$ cat config.mk
export PLATFORM = sky130hd
export DESIGN_NAME = timing_reference_selector
export DESIGN_NICKNAME = d
export VERILOG_FILES = /design/src/design/tref_pkg.sv /design/src/design/timing_reference_selector.sv
export VERILOG_INCLUDE_DIRS = /design/src /design/src/design
export SDC_FILE = /design/constraint.sdc
export NUM_CORES = 1
export LEC_CHECK = 0
export BUFFER_PORTS_ARGS = -buffer_cell sky130_fd_sc_hd__buf_2
export CAP_MARGIN = 20
export CELL_PAD_IN_SITES_DETAIL_PLACEMENT = 1
export CELL_PAD_IN_SITES_GLOBAL_PLACEMENT = 1
export CORE_ASPECT_RATIO = 0.7
export CORE_MARGIN = 5
export CORE_UTILIZATION = 45
export DETAILED_ROUTE_END_ITERATION = 7
export PLACE_DENSITY_LB_ADDON = 0.1
export SLEW_MARGIN = 10
export SYNTH_ARGS = -nofsm -noshare
export SYNTH_HDL_FRONTEND = slang
export SYNTH_SLANG_ARGS = --single-unit
$ cat constraint.sdc
create_clock -name i_clk -period 4.5 [get_ports i_clk]
set_input_delay 1.125 -clock i_clk [delete_from_list [all_inputs] [get_ports i_clk]]
set_output_delay 1.125 -clock i_clk [all_outputs]
set_load 0.03 [all_outputs]
$ cat src/design/tref_defs.svh
`ifndef TREF_DEFS_SVH
`define TREF_DEFS_SVH

// ****************************************
// clock and timing
// ****************************************
`define TREF_CLK_HZ 100000000
`define TREF_LOS_TIME_MS 100
`define TREF_BER_TIME_MS 2500
`define TREF_HOLDOFF_TIME_S 10
`define TREF_LOS_CYCLES (`TREF_CLK_HZ / 1000 * `TREF_LOS_TIME_MS)
`define TREF_BER_CYCLES (`TREF_CLK_HZ / 1000 * `TREF_BER_TIME_MS)
`define TREF_HOLDOFF_CYCLES (`TREF_CLK_HZ * `TREF_HOLDOFF_TIME_S)

// ****************************************
// reason field bit positions
// ****************************************
`define TREF_RSN_PHASE 0
`define TREF_RSN_LOS 1
`define TREF_RSN_BER 2
`define TREF_RSN_JITTER 3
`define TREF_RSN_W 4

// ****************************************
// frequency steering
// ****************************************
`define TREF_FREQ_W 16
`define TREF_SLEW_CYCLES 1000
`define TREF_FREQ_NOMINAL 16'h0000

`endif

$ cat src/design/tref_pkg.sv
package tref_pkg;
  // ****************************************
  // selector states
  // ****************************************
  typedef enum logic [1:0] {
    ST_TRACK = 2'b01,
    ST_FREE = 2'b10
  } sel_state_t;
endpackage

$ cat src/design/timing_reference_selector.sv
// What this block does
// - failed active reference switches to backup
// - all references failed enters free-run
// - no reselection within 10 s hold-off
// - 1000 ns phase hit, low slope triggers
// - all-zeros for 0.10 s triggers switch
// - 1e-3 error rate for 2.5 s triggers
// - excessive input jitter triggers switch
// - rearrangements request phase build-out, no jumps
// - frequency word slews at limited rate
// - loop-timed mode may stop transmit when lost
`include "tref_defs.svh"

module timing_reference_selector #(
  parameter int NUM_REFS = 4,
  parameter int SEL_W = 2,
  parameter int LOS_CYCLES = `TREF_LOS_CYCLES,
  parameter int BER_CYCLES = `TREF_BER_CYCLES,
  parameter int HOLDOFF_CYCLES = `TREF_HOLDOFF_CYCLES,
  parameter int SLEW_CYCLES = `TREF_SLEW_CYCLES
) (
  // clock, reset, enable
  input wire logic i_clk,
  input wire logic i_reset,
  input wire logic i_ce,
  // configuration
  input wire logic [NUM_REFS-1:0] i_ref_enable,
  input wire logic [SEL_W-1:0] i_primary,
  input wire logic i_loop_timed,
  input wire logic i_mode_change,
  // trunk receiver conditions, asynchronous
  input wire logic [NUM_REFS-1:0] i_phase_hit,
  input wire logic [NUM_REFS-1:0] i_slope_ok,
  input wire logic [NUM_REFS-1:0] i_all_zeros,
  input wire logic [NUM_REFS-1:0] i_ber_high,
  input wire logic [NUM_REFS-1:0] i_jitter_high,
  // phase detector steering from the loop
  input wire logic signed [`TREF_FREQ_W-1:0] i_steer,
  // selection and clock control
  output logic [SEL_W-1:0] o_active,
  output logic o_free_run,
  output logic o_build_out,
  output logic signed [`TREF_FREQ_W-1:0] o_freq_word,
  output logic o_tx_enable,
  // status
  output logic [NUM_REFS-1:0] o_ref_failed,
  output logic [`TREF_RSN_W-1:0] o_switch_reason,
  output logic o_switched
);
  import tref_pkg::*;

  localparam int CNT_W = 32;
  localparam int NIN = 5;

  // ****************************************
  // input synchronisers
  // ****************************************
  logic [NIN*NUM_REFS-1:0] raw_in;
  logic [NIN*NUM_REFS-1:0] sync1;
  logic [NIN*NUM_REFS-1:0] sync2;
  logic [NIN*NUM_REFS-1:0] sync3;
  logic [NIN*NUM_REFS-1:0] filt;

  assign raw_in = {i_phase_hit, i_slope_ok, i_all_zeros, i_ber_high,
                   i_jitter_high};

  always_ff @(posedge i_clk)
  begin
    if (i_reset)
    begin
      sync1 <= '0;
      sync2 <= '0;
      sync3 <= '0;
    end
    else if (i_ce)
    begin
      sync1 <= raw_in;
      sync2 <= sync1;
      sync3 <= sync2;
    end
  end

  // change accepted once stages two and three agree
  always_ff @(posedge i_clk)
  begin
    if (i_reset)
      filt <= '0;
    else if (i_ce)
      filt <= (sync2 & sync3) | (filt & (sync2 | sync3));
  end

  logic [NUM_REFS-1:0] s_jit;
  logic [NUM_REFS-1:0] s_ber;
  logic [NUM_REFS-1:0] s_zero;
  logic [NUM_REFS-1:0] s_slope;
  logic [NUM_REFS-1:0] s_hit;
  assign {s_hit, s_slope, s_zero, s_ber, s_jit} = filt;

  // ****************************************
  // per-reference qualification
  // ****************************************
  logic [CNT_W-1:0] los_cnt [NUM_REFS];
  logic [CNT_W-1:0] ber_cnt [NUM_REFS];
  logic [`TREF_RSN_W-1:0] fail_rsn [NUM_REFS];
  logic [NUM_REFS-1:0] healthy;

  function automatic logic [CNT_W-1:0] dur_count(
    input logic cond, input logic [CNT_W-1:0] cnt, input int lim);
    if (!cond)
      dur_count = '0;
    else if (cnt < CNT_W'(lim))
      dur_count = cnt + CNT_W'(1);
    else
      dur_count = cnt;
  endfunction

  always_ff @(posedge i_clk)
  begin
    if (i_reset)
    begin
      for (int i = 0; i < NUM_REFS; i++)
      begin
        los_cnt[i] <= '0;
        ber_cnt[i] <= '0;
      end
    end
    else if (i_ce)
    begin
      for (int i = 0; i < NUM_REFS; i++)
      begin
        los_cnt[i] <= dur_count(s_zero[i], los_cnt[i], LOS_CYCLES);
        ber_cnt[i] <= dur_count(s_ber[i], ber_cnt[i], BER_CYCLES);
      end
    end
  end

  always_comb
  begin
    for (int i = 0; i < NUM_REFS; i++)
    begin
      fail_rsn[i] = '0;
      fail_rsn[i][`TREF_RSN_PHASE] = s_hit[i] & s_slope[i];
      fail_rsn[i][`TREF_RSN_LOS] = (los_cnt[i] >= CNT_W'(LOS_CYCLES));
      fail_rsn[i][`TREF_RSN_BER] = (ber_cnt[i] >= CNT_W'(BER_CYCLES));
      fail_rsn[i][`TREF_RSN_JITTER] = s_jit[i];
      healthy[i] = i_ref_enable[i] & ~(|fail_rsn[i]);
    end
  end

  // first healthy reference after the given one, wrapping
  function automatic logic [SEL_W:0] pick_next(
    input logic [NUM_REFS-1:0] ok, input logic [SEL_W-1:0] from);
    int idx;
    pick_next = '0;
    for (int k = NUM_REFS; k >= 1; k--)
    begin
      idx = (int'(from) + k) % NUM_REFS;
      if (ok[idx])
        pick_next = {1'b1, SEL_W'(idx)};
    end
  endfunction

  // ****************************************
  // selection state machine
  // ****************************************
  sel_state_t state;
  logic [CNT_W-1:0] holdoff;
  logic holdoff_done;
  logic [SEL_W:0] next_pick;
  logic [SEL_W:0] prim_pick;
  logic active_bad;

  assign holdoff_done = (holdoff == '0);
  assign next_pick = pick_next(healthy, o_active);
  assign prim_pick = {healthy[i_primary], i_primary};
  assign active_bad = ~healthy[o_active];

  always_ff @(posedge i_clk)
  begin
    if (i_reset)
    begin
      state <= ST_FREE;
      o_active <= '0;
      o_free_run <= 1'b1;
      o_switched <= 1'b0;
      o_switch_reason <= '0;
      holdoff <= '0;
    end
    else if (i_ce)
    begin
      o_switched <= 1'b0;
      if (!holdoff_done)
        holdoff <= holdoff - CNT_W'(1);
      unique case (state)
        ST_TRACK:
        begin
          if (active_bad && !next_pick[SEL_W])
          begin
            state <= ST_FREE;
            o_free_run <= 1'b1;
            o_switched <= 1'b1;
            o_switch_reason <= fail_rsn[o_active];
            holdoff <= CNT_W'(HOLDOFF_CYCLES);
          end
          else if (active_bad && holdoff_done)
          begin
            o_active <= next_pick[SEL_W-1:0];
            o_switched <= 1'b1;
            o_switch_reason <= fail_rsn[o_active];
            holdoff <= CNT_W'(HOLDOFF_CYCLES);
          end
        end
        ST_FREE:
        begin
          if (holdoff_done && (prim_pick[SEL_W] || next_pick[SEL_W]))
          begin
            state <= ST_TRACK;
            o_free_run <= 1'b0;
            o_active <= prim_pick[SEL_W] ? i_primary
                                         : next_pick[SEL_W-1:0];
            o_switched <= 1'b1;
            o_switch_reason <= '0;
            holdoff <= CNT_W'(HOLDOFF_CYCLES);
          end
        end
      endcase
    end
  end

  // ****************************************
  // phase build-out and frequency slew
  // ****************************************
  logic [CNT_W-1:0] slew_cnt;
  logic signed [`TREF_FREQ_W-1:0] target;

  assign target = o_free_run ? `TREF_FREQ_NOMINAL : i_steer;

  always_ff @(posedge i_clk)
  begin
    if (i_reset)
      o_build_out <= 1'b0;
    else if (i_ce)
      o_build_out <= o_switched | i_mode_change;
  end

  always_ff @(posedge i_clk)
  begin
    if (i_reset)
    begin
      slew_cnt <= '0;
      o_freq_word <= `TREF_FREQ_NOMINAL;
    end
    else if (i_ce)
    begin
      if (slew_cnt >= CNT_W'(SLEW_CYCLES - 1))
      begin
        slew_cnt <= '0;
        if (o_freq_word < target)
          o_freq_word <= o_freq_word + `TREF_FREQ_W'(1);
        else if (o_freq_word > target)
          o_freq_word <= o_freq_word - `TREF_FREQ_W'(1);
      end
      else
        slew_cnt <= slew_cnt + CNT_W'(1);
    end
  end

  // ****************************************
  // status and transmit enable
  // ****************************************
  always_ff @(posedge i_clk)
  begin
    if (i_reset)
    begin
      o_ref_failed <= '0;
      o_tx_enable <= 1'b0;
    end
    else if (i_ce)
    begin
      o_ref_failed <= ~healthy;
      o_tx_enable <= ~(i_loop_timed & o_free_run);
    end
  end

endmodule // timing_reference_selector

# After elaboration in Yosys (flattened, before gate mapping)
# Memory sizes are Yosys's and may differ from the RTL's.
# Index checks and enable logic that the tools add are counted.
# op_classes
mux	96
n_lt_le_gt_ge	26
reduce_logical	19
n_addsub	16
bitwise_logic	34
eq_ne	7
# op_table
operator	count
$mux 32	45
$add 32x1->32 const B	9
$ge 32x24->1 const B	4
$ge 32x28->1 const B	4
$lt 32x24->1 const B	4
$lt 32x28->1 const B	4
$pmux 32 s2	1
$mux 16	3
$and 20x20->20	2
$or 20x20->20	2
$ge 32x10->1 const B	1
$logic_not 32->1	1
$sub 32x1->32 const B	1
$mux 1	20
$mux 4	5
$add 16x2->16 const B	1
$gt 16x16->1	1
$lt 16x16->1	1
$lt 3x4->1 const B	4
$reduce_or 4->1	4
$sub 16x2->16 const B	1
$bmux 1 s2	6
$mux 2	6
$mux 3	4
25 further kinds	64
# word_totals
mem_count	2
input_bits	47
ram_bits	256
register_bits	176
output_inout_bits	30
# mem_list
name	words	word_bits	rd	rd_clocked_by_memory_dff	wr	line_no	rtl
ber_cnt	4	32	4	0	4	timing_reference_selector.sv:103	logic [CNT_W-1:0] ber_cnt [NUM_REFS];
los_cnt	4	32	4	0	4	timing_reference_selector.sv:102	logic [CNT_W-1:0] los_cnt [NUM_REFS];

# Longest topological paths before layout
# Gate-level depths: netlist of run 1.
# depth
word_depth	15
mapped_depth	20
mapped_depth_nobuf	19

# Worst setup path before layout of run 1
# Ideal clock, no wire load.
# synth_path
kind	input-to-reg
startpoint	input i_ce
endpoint	memory los_cnt[3][0], enable pin
arrival_ps	4118
t_required_ps	4034
setup_slack_ps	-84
cell_stages	5
n_path_buf	3
cell_sequence	clkbuf_1 -> inv_1 -> clkbuf_1 -> clkbuf_1 -> o21ai_0
# synth_lines
element	line_no	rtl
start, declared	timing_reference_selector.sv:25	input wire logic i_ce,
end, declared	timing_reference_selector.sv:102	

# Final worst setup path of run 1
# layout_path
startpoint	input i_steer[15]
endpoint	register o_freq_word[15]
# layout_between
elab_chain_len	4
word_cells_on_any_way	6
cone_classes	2 x order compare; 2 x mux; 2 x reduce/logical
# layout_rtl
element	line_no	rtl
start, declared	timing_reference_selector.sv:38	input wire logic signed [`TREF_FREQ_W-1:0] i_steer,
$mux 16 *	timing_reference_selector.sv:236	assign target = o_free_run ? `TREF_FREQ_NOMINAL : i_steer;
$lt 16x16->1 or $gt 16x16->1 (tied branches)	timing_reference_selector.sv:258, timing_reference_selector.sv:260	
$reduce_bool 2->1 (no source line)	--	
$reduce_and 3->1 (no source line)	--	
end signal, assigned	timing_reference_selector.sv:251	o_freq_word <= `TREF_FREQ_NOMINAL;
end signal, assigned	timing_reference_selector.sv:259	o_freq_word <= o_freq_word + `TREF_FREQ_W'(1);
end signal, assigned	timing_reference_selector.sv:261	o_freq_word <= o_freq_word - `TREF_FREQ_W'(1);
end, declared	timing_reference_selector.sv:43	output logic signed [`TREF_FREQ_W-1:0] o_freq_word,
# Every way passes the cells marked *; elsewhere a longest branch is shown, timed or not.
# A chain may end at the register's enable or synchronous reset.

==> results of run 1 <==
-- per-layer routing --
layer	track usage, %	share of wire [%]	vias to the layer above
li1	-	-	8412
met1	27.7	49	8443
met5	0	0.013	-
met2	32.2	46	196
met3	3.00	3.0	89
met4	4.16	2.1	2
-- power by group --
group | switching, mW | internal [mW]
Combinational | 0.867 | 0.659
Sequential | 0.235 | 4.39
Clock | 1.58 | 2.30
Total | 2.68 | 7.35
-- area by class of cell --
| cell class | instances | area (sq um) |
|---|---|---|
| fillers | 5569 | 24000 |
| multi-input cells | 1755 | 10500 |
| well taps | 665 | 832 |
| clock buffers | 71 | 1390 |
| flip-flops and latches | 431 | 11200 |
| inverters | 53 | 203 |
| repair buffers | 132 | 822 |
| repair inverters | 1 | 7.51 |
| clock inverters | 15 | 149 |
-- kinds of logic after synthesis --
| logic type | count (synthesis) | share of synthesized area, % |
|---|---|---|
| AO/OA/AOI/OAI | 293 | 8.06 |
| AND/OR/NAND/NOR | 1081 | 22.9 |
| flip-flops | 431 | 50.4 |
| buffers and inverters | 130 | 2.28 |
| XOR/XNOR | 266 | 10.5 |
| multiplexers | 65 | 3.05 |
| adder cells (fa/ha/maj) | 50 | 2.85 |
-- per-stage QoR --
stage	instances	setup slack [ns]	util [%]	total power [mW]
6_report	3123	0.298	51.2	10.0
4_1_cts	3121	0.0679	51.1	10.2
5_1_grt	3123	-0.00286	51.2	10.5
2_1_floorplan	2316	0.0955	-	5.73
3_5_place_dp	3035	-0.450	48.0	6.21
3_3_place_gp	3035	-0.233	48.0	6.14
-- how the worst max path moves through the flow --
| stage | from | end | slack (ns) | cells after the start |
|---|---|---|---|---|
| floorplan | i_steer[15] | o_freq_word[15] | 0.1 | 17 |
| global placement | i_steer[14] | o_freq_word[15] | -0.23 | 18 |
| detailed placement | i_steer[15] | o_freq_word[14] | -0.45 | 20 |
| CTS | o_free_run | o_freq_word[15] | 0.07 | 18 |
| global route | o_free_run | o_freq_word[14] | -0.003 | 21 |
| finish | i_steer[15] | o_freq_word[15] | 0.30 | 19 |
-- synth_stat cells, drive strengths merged, types with 3 or more instances --
cell / instances
nand3: 106
nor2b: 15
and3: 64
and4: 19
o31a: 3
nor3b: 4
a21o: 26
nand2: 194
nor4b: 4
o21a: 6
a311oi: 3
or2: 6
dfxtp: 175
o31ai: 6
nand4: 57
nor4: 35
or4: 10
a211oi: 21
and2: 12
nor2: 453
o21ai: 86
clkbuf: 62
edfxtp: 256
xnor2: 95
a31oi: 15
ha: 49
o311ai: 3
mux2i: 62
o2111ai: 3
or3: 30
buf: 15
nand2b: 7
nor3: 52
xor2: 171
o211ai: 11
inv: 52
nand4b: 5
a21oi: 93
-- timing repair --
action                     in CTS  in global routing
gates resized for setup         0                  6
setup endpoints to repair       0                  9
buffers inserted                0                  1
-- sequential cells by signal, indices dropped and copies added (netlist names), 2 cells and up --
| signal | count |
|---|---|
| ber_cnt | 128 |
| los_cnt | 128 |
| o_switch_reason | 4 |
| holdoff | 32 |
| sync2 | 20 |
| sync1 | 20 |
| slew_cnt | 32 |
| o_active | 2 |
| o_freq_word | 16 |
| filt | 20 |
| o_ref_failed | 4 |
| sync3 | 20 |
-- tightest hold or removal path, cell delays in order (launching register included) --
cell and delay, ns:
dfxtp_1 0.31, nand2_1 0.05, a21oi_1 0.06
==> impl_metrics.json, run 1 <==
{
  "grt_max_degree": 83,
  "final_common_cell": "nor2_1",
  "die_x_um": 276,
  "clock_latency_ns": 0.55,
  "worst-path-buf-inv": 2,
  "numCtsBuffers": 46,
  "synth_area_leader_cell": "edfxtp_1",
  "synth_top_area_share_pct": 34.6,
  "final-hold-violation-count": 0,
  "worst_pin_slew_ns": 1.00,
  "clockRootBuffer": "clkbuf_16",
  "cp_common_cell": "o21ai_0",
  "hold_ws_ns": 0.459,
  "drc_errors": 0,
  "die_area_sq_um": 54000,
  "synthesis.area_sq_um": 22200,
  "cts_tree": "built",
  "numClockSinks": 431,
  "drive_gt1_share_pct": 9.32,
  "layout_common_cells": "450 x nor2_1, 256 x edfxtp_1, 194 x nand2_1",
  "port_buffers": 76,
  "ys_ff_latch": 431,
  "h-tree-depth": 2,
  "first_pass_iters": 7,
  "critical_path_arrival_ns": 4.69,
  "dr.first_iter.drc_count": 895,
  "outcome": "completed",
  "wl_um": 54100,
  "start_util_pct": 45.3,
  "setup_viol": 0,
  "grt_use_total_pct": 19.6,
  "num_rows": 68,
  "nets": 2517,
  "hold_buffers": 0,
  "hp-class": "flop to flop",
  "ioPinCount": 77,
  "start_kind": "primary input",
  "finalClockSkew_ns": 0.0182,
  "reg2reg_depth": 21,
  "crit_family": "compound AO/OA/AOI/OAI gates",
  "setup_tns_ns": 0,
  "slowest_stage": "nor4_2",
  "coreArea_sq_um": 49100,
  "gp_congestion": 0.831,
  "synthesis.nets": 2413,
  "min_period_over_period_pct": 93.4,
  "ys_seq_area_share_pct": 50.4,
  "regToRegSetupSlack_ns": 0.37,
  "vias_per_cell": 5.49,
  "rr_endpoint": "o_freq_word[14]",
  "p_leak_nw": 9.27,
  "cap_violations": 0,
  "grt_remaining_overflow": 0,
  "grt_pass1_vias": 17700,
  "synth_cells": 2316,
  "fin_area_sq_um": 25100,
  "min_period_ns": 4.20,
  "worst_setup_path_end_kind": "flop",
  "max_freq_mhz": 238,
  "avgSynthCellArea_sq_um": 9.60,
  "worstHoldEndpoint": "filt[19]",
  "hp-start": "sync3[19]",
  "n_antenna_cell": 0,
  "grt_pass1_wl_um": 89500,
  "holdPathStages": 2,
  "maxSlewHeadroom_pct": 32.5,
  "yosysUniqueCellTypes": 73,
  "synth_area_leaders": "edfxtp_1 35%, dfxtp_1 16%, nor2_1 7.6%",
  "slowest_delay_ns": 0.34,
  "async_reset_ff_share_pct": 0,
  "dp_hpwl_um": 37400,
  "post_dp_cell_area_sq_um": 23600,
  "syn_to_final_growth_pct": 13.1,
  "clkTransAtPathRegs_ns": 0.06,
  "cp_cell_sequence": "buf_2 > nand2_1 > ha_1 > nand4_1 > nor4_2 > o21ai_0 > a21oi_1 > o21ba_2 > buf_4 > ha_1 > o21ai_0 > o21ai_0 > nand3_1 > nand4b_1 > o311a_1 > a221oi_1 > xnor2_1 > or3_1 > a21oi_1",
  "antenna_found_initial": 1,
  "wire_per_inst_um": 17.3,
  "synth_edf_count": 256,
  "crit_type": "primary input to flop",
  "irDropWorstVdd_mv": 0.273,
  "ant_nets": 0,
  "path_max_fanout": 6,
  "power.density_nw_per_um2": 399,
  "vias": 17100,
  "synthFlopType": "edfxtp_1",
  "yosysWarningCount": 0,
  "finalMaxSlewViolations": 0,
  "rr_startpoint": "o_free_run",
  "worstPathRequired_ns": 4.98,
  "clockBufferDepth": 3,
  "dieHeight_um": 196
}
No activity file was read; power rests on OpenSTA's default activity.
==> inputs of run 2 (changes only) <==
CORE_UTILIZATION = 49   (was 45)
clock period = 4.6 ns   (was 4.5 ns; I/O delays follow)
==> run 2 against run 1 <==
Net effect: utilization grew 4.6 points; sequential cell count is the same; critical path depth is the same; clock skew grew 0.011 ns; worst hold slack is essentially flat; critical path type unchanged; largest cell class unchanged; wire length grew 2.1%; non-clock buffer count shrank 8; register-to-register slack gained 0.08 ns; combinational power shrank 3%; via count grew 0.76%; worst setup slack gained 0.042 ns; total power shrank 0.41%.
==> impl_metrics.json, run 2 (synthesis gave the netlist of run 1 again) <==
{
  "dr.first_iter.drc_count": 1135,
  "start_util_pct": 49.4,
  "power.internal_mw": 7.32,
  "critical_path_arrival_ns": 4.73,
  "share_clk_of_total_power_pct": 39.7,
  "finalMaxSlewViolations": 0,
  "die_area_sq_um": 49800,
  "power.switching_mw": 2.67,
  "worst_pin_slew_ns": 1.06,
  "max_freq_mhz": 235,
  "seq_power_share_pct": 45.3,
  "rsz0062_at_grt": "no",
  "power_mw": 9.99,
  "grt_use_total_pct": 21.7,
  "p_comb_share_pct": 14.9,
  "first_pass_iters": 5,
  "layout_common_cells": "450 x nor2_1, 256 x edfxtp_1, 194 x nand2_1",
  "maxSlewHeadroom_pct": 28.8,
  "hold_ws_ns": 0.459,
  "instances_no_fill": 3050,
  "worstPathRequired_ns": 5.07,
  "finish.utilization_pct": 55.8,
  "ant_nets": 0,
  "wire_per_inst_um": 18.1,
  "setup_viol": 0,
  "crit_type": "primary input to flop",
  "p_sw_share_pct": 26.7,
  "grt_pass1_wl_um": 91900,
  "dp_hpwl_um": 37900,
  "largestRegisters": "ber_cnt x128, los_cnt x128",
  "h-tree-depth": 2,
  "coreArea_sq_um": 45000,
  "drive_gt1_share_pct": 9.19,
  "final_common_cell": "nor2_1",
  "min_period_over_period_pct": 92.6,
  "gp_congestion": 0.822,
  "clkTransAtPathRegs_ns": 0.06,
  "n_antenna_cell": 0,
  "min_period_ns": 4.26,
  "clock_latency_ns": 0.56,
  "final-hold-violation-count": 0,
  "hold_buffers": 0,
  "grt_max_degree": 64,
  "irDropWorstVdd_mv": 0.266,
  "numCtsBuffers": 45,
  "nets": 2507,
  "dieHeight_um": 188,
  "finalClockSkew_ns": 0.0291,
  "wl_um": 55200,
  "cap_violations": 0,
  "port_buffers": 76,
  "ioPinCount": 77,
  "cts_tree": "built",
  "power.density_nw_per_um2": 398,
  "grt_pass1_vias": 18000,
  "syn_to_final_growth_pct": 12.9,
  "vias": 17300,
  "clockBufferDepth": 3,
  "clockRootBuffer": "clkbuf_16",
  "outcome": "completed",
  "hp-class": "flop to flop",
  "worst_setup_path_end_kind": "flop",
  "antenna_found_initial": 0,
  "numClockSinks": 431,
  "die_x_um": 265,
  "path_max_fanout": 13,
  "num_rows": 65,
  "vias_per_cell": 5.66,
  "grt_remaining_overflow": 0,
  "place_inst": 2964,
  "drc_errors": 0,
  "start_kind": "primary input",
  "p_leak_nw": 9.28
}
==> run 2: changes by cell type in the layout (fill, tap and decap cells not counted), moves of 2 or more <==
cell / previous run / this run
buf_4: 56 / 47
clkbuf_1: 13 / 7
clkbuf_8: 8 / 11
clkbuf_16: 49 / 51
clkinv_2: 7 / 5
inv_4: 0 / 2
==> run 2: critical path: stages <==
cell and delay [ns]:
buf_2 0.08, nand2_1 0.05, ha_1 0.30, nand4_1 0.18, nor4_2 0.32, o21ai_0 0.18, a21oi_1 0.15, o21ba_2 0.21
buf_4 0.21, ha_1 0.31, o21ai_0 0.13, o21ai_0 0.29, nand3_1 0.15, nand4b_1 0.13, o311a_1 0.22, a221oi_2 0.08
xnor2_1 0.13, or3_1 0.30, a21oi_1 0.14
==> run 2: cell type report <==
| class | count | area (sq um) |
|---|---|---|
| Timing Repair Buffer | 124 | 759 |
| Clock inverter | 15 | 178 |
| Inverter | 53 | 203 |
| Tap cell | 603 | 754 |
| Fill cell | 5009 | 19900 |
| Multi-Input combinational cell | 1755 | 10600 |
| Clock buffer | 69 | 1450 |
| Sequential cell | 431 | 11200 |
==> run 2: path summary, 6_finish.rpt <==
check,startpoint,endpoint,slack [ns],cells after the start
min,sync3[17],filt[17],0.46,2
max,i_steer[13],o_freq_word[15],0.34,19
min reg2reg,sync3[17],filt[17],0.46,2
max reg2reg,o_free_run,o_freq_word[15],0.45,20
==> run 2: power by group through the flow <==
stage               clock, mW  sequential [mW]  combinational [mW]
floorplan                   0             4.55                1.06
global placement            0             4.58                1.39
detailed placement          0             4.60                1.46
CTS                      4.07             4.52                1.48
global route             4.24             4.56                1.64
finish                   3.97             4.53                1.49
==> run 2: per-stage QoR <==
stage          TNS [ns]  setup WS [ns]  instance area (sq um)
2_1_floorplan         0          0.171                  22200
3_3_place_gp     -0.160         -0.160                  23400
3_5_place_dp      -1.23         -0.343                  23400
4_1_cts               0          0.119                  25000
5_1_grt               0         0.0315                  25100
6_report              0          0.340                  25100
==> run 2: repair_timing <==
action                                  CTS  global route
resized for setup                         0             4
endpoints found under the hold margin     0             0
buffers inserted                          0             1
endpoints found under the setup margin    0             9
==> run 2: per-layer routing <==
layer | track usage, % | wire [um] | vias to the layer above
li1 | - | - | 8388
met1 | 30.4 | 26700 | 8641
met2 | 36.9 | 26100 | 184
met3 | 2.81 | 1570 | 60
met4 | 3.74 | 861 | 0
met5 | 0 | 0 | -
==> inputs of run 3 (changes only) <==
==> constraint.sdc (replaced) <==
create_clock -name i_clk -period 4.6 [get_ports i_clk]
set_input_delay 0 -clock i_clk [delete_from_list [all_inputs] [get_ports i_clk]]
set_output_delay 0 -clock i_clk [all_outputs]
set_load 0.03 [all_outputs]
==> run 3 against run 2 <==
Net effect: worst setup slack got worse by 0.023 ns; register-to-register slack worse by 0.13 ns; critical path depth grew 2; count of clock-buffer cells in the layout fell by 10; combinational power is essentially flat; non-clock buffer count is 26 higher; largest cell class unchanged.
==> impl_metrics.json, run 3 (synthesis gave the netlist of run 1 again) <==
{
  "setup_tns_ns": 0,
  "cp_cell_sequence": "clkinv_1 > buf_6 > nand2_1 > ha_1 > nand4_1 > nor4_2 > buf_4 > o21ai_0 > a21oi_1 > o21ba_2 > buf_4 > ha_1 > o21ai_0 > o21ai_1 > nand3_1 > nand4b_1 > o311a_4 > a221oi_2 > xnor2_1 > or3_1 > a21oi_1",
  "ant_nets": 0,
  "wl_um": 55900,
  "drc_errors": 0,
  "power_mw": 9.53,
  "rsz0062_at_grt": "no",
  "regToRegSetupSlack_ns": 0.32,
  "finalClockSkew_ns": 0.0209,
  "outcome": "completed",
  "h-tree-depth": 2,
  "cap_violations": 0,
  "p_leak_nw": 9.31,
  "slowest_delay_ns": 0.32,
  "cts_tree": "built",
  "nets": 2533,
  "ioPinCount": 77,
  "clkTransAtPathRegs_ns": 0.06,
  "gp_congestion": 0.823,
  "post_dp_cell_area_sq_um": 23300,
  "grt_max_degree": 61,
  "start_kind": "flop",
  "setup_slack_ns": 0.318,
  "num_rows": 65,
  "worstPathRequired_ns": 5.08,
  "port_buffers": 76,
  "finish.utilization_pct": 56.1,
  "vias": 17300,
  "grt_pass1_wl_um": 91700,
  "die_x_um": 265,
  "setup_viol": 0,
  "final-seq-area_sq_um": 11200,
  "layout_common_cells": "450 x nor2_1, 256 x edfxtp_1, 194 x nand2_1",
  "holdPathStages": 4,
  "coreArea_sq_um": 45000,
  "n_antenna_cell": 0,
  "hp-class": "primary input to flop",
  "slowest_stage": "nor4_2",
  "grt_remaining_overflow": 0,
  "worst_pin_slew_ns": 1.03,
  "reg2reg_depth": 21,
  "start_util_pct": 49.4,
  "vias_per_cell": 5.64,
  "largestRegisters": "ber_cnt x128, los_cnt x128",
  "dr.first_iter.drc_count": 1078,
  "place_inst": 2944,
  "numClockSinks": 431,
  "critical_path_arrival_ns": 4.76,
  "min_period_ns": 4.28,
  "drive_gt1_share_pct": 8.22,
  "multi_input_comb_area_sq_um": 10600,
  "wire_per_inst_um": 18.2,
  "maxSlewHeadroom_pct": 31.0,
  "irDropWorstVdd_mv": 0.326,
  "max_freq_mhz": 234,
  "power.density_nw_per_um2": 378,
  "grt_use_total_pct": 21.8,
  "grt_pass1_vias": 17900,
  "fin_area_sq_um": 25200,
  "worst_setup_path_end_kind": "flop",
  "worstHoldEndpoint": "o_ref_failed[3]",
  "dieHeight_um": 188,
  "min_period_over_period_pct": 93.1,
  "final_common_cell": "nor2_1",
  "rr_endpoint": "o_freq_word[15]",
  "dp_hpwl_um": 37900,
  "instances_no_fill": 3073,
  "clockRootBuffer": "clkbuf_16",
  "final-hold-violation-count": 0,
  "rr_startpoint": "o_free_run",
  "clock_latency_ns": 0.55,
  "numCtsBuffers": 45,
  "hold_ws_ns": 0.174,
  "nFillCells": 5043,
  "place_ws_ns": 0.142,
  "finalMaxSlewViolations": 0,
  "antenna_found_initial": 3,
  "crit_type": "flop to flop",
  "first_pass_iters": 5,
  "path_max_fanout": 15,
  "hp-start": "i_ref_enable[3]",
  "syn_to_final_growth_pct": 13.5,
  "die_area_sq_um": 49800,
  "clockBufferDepth": 3
}
run 3: metal layers:
metal / wire [um] / global-route usage (%) / up-vias
li1: - / - / 8435
met1: 27300 / 30.9 / 8584
met2: 25600 / 35.9 / 224
met3: 2010 / 3.34 / 81
met4: 989 / 4.28 / 6
met5: 40 / 0 / -
run 3: what timing repair did:
action / 4_1_cts / 5_1_grt
hold buffers: 40 / 0
endpoints found under the hold margin: 71 / 0
endpoints found under the setup margin: 0 / 5
gates resized for setup: 0 / 6
buffers inserted: 0 / 0
run 3: how the worst max path moves through the flow:
stage / startpoint / to / cells after the start
global route: o_free_run / o_freq_word[15] / 21
floorplan: o_free_run / o_freq_word[15] / 19
finish: o_free_run / o_freq_word[15] / 21
CTS: o_free_run / o_freq_word[15] / 20
global placement: o_free_run / o_freq_word[15] / 20
detailed placement: o_free_run / o_freq_word[15] / 20
run 3: layout make-up:
type,count,area share (%)
Sequential cell,431,44.4
Multi-Input combinational cell,1755,41.9
Clock buffer,59,5.00
Timing Repair Buffer,150,4.43
Tap cell,603,2.99
Inverter,53,0.789
Clock inverter,22,0.541
run 3: critical path: cells and delay by family (launching register included):
kind,cells,cell delay (ns)
XOR/XNOR,1,0.10
flip-flops,1,0.31
adder cells (fa/ha/maj),2,0.62
AO/OA/AOI/OAI,8,1.47
buffers and inverters,4,0.60
AND/OR/NAND/NOR,6,1.09
run 3: power by group:
part           switching (mW)  leakage (nW)  internal, mW
sequential              0.234          4.27          4.29
clock                    1.54         0.690          1.98
combinational           0.868          4.35         0.614
total                    2.64          9.31          6.89
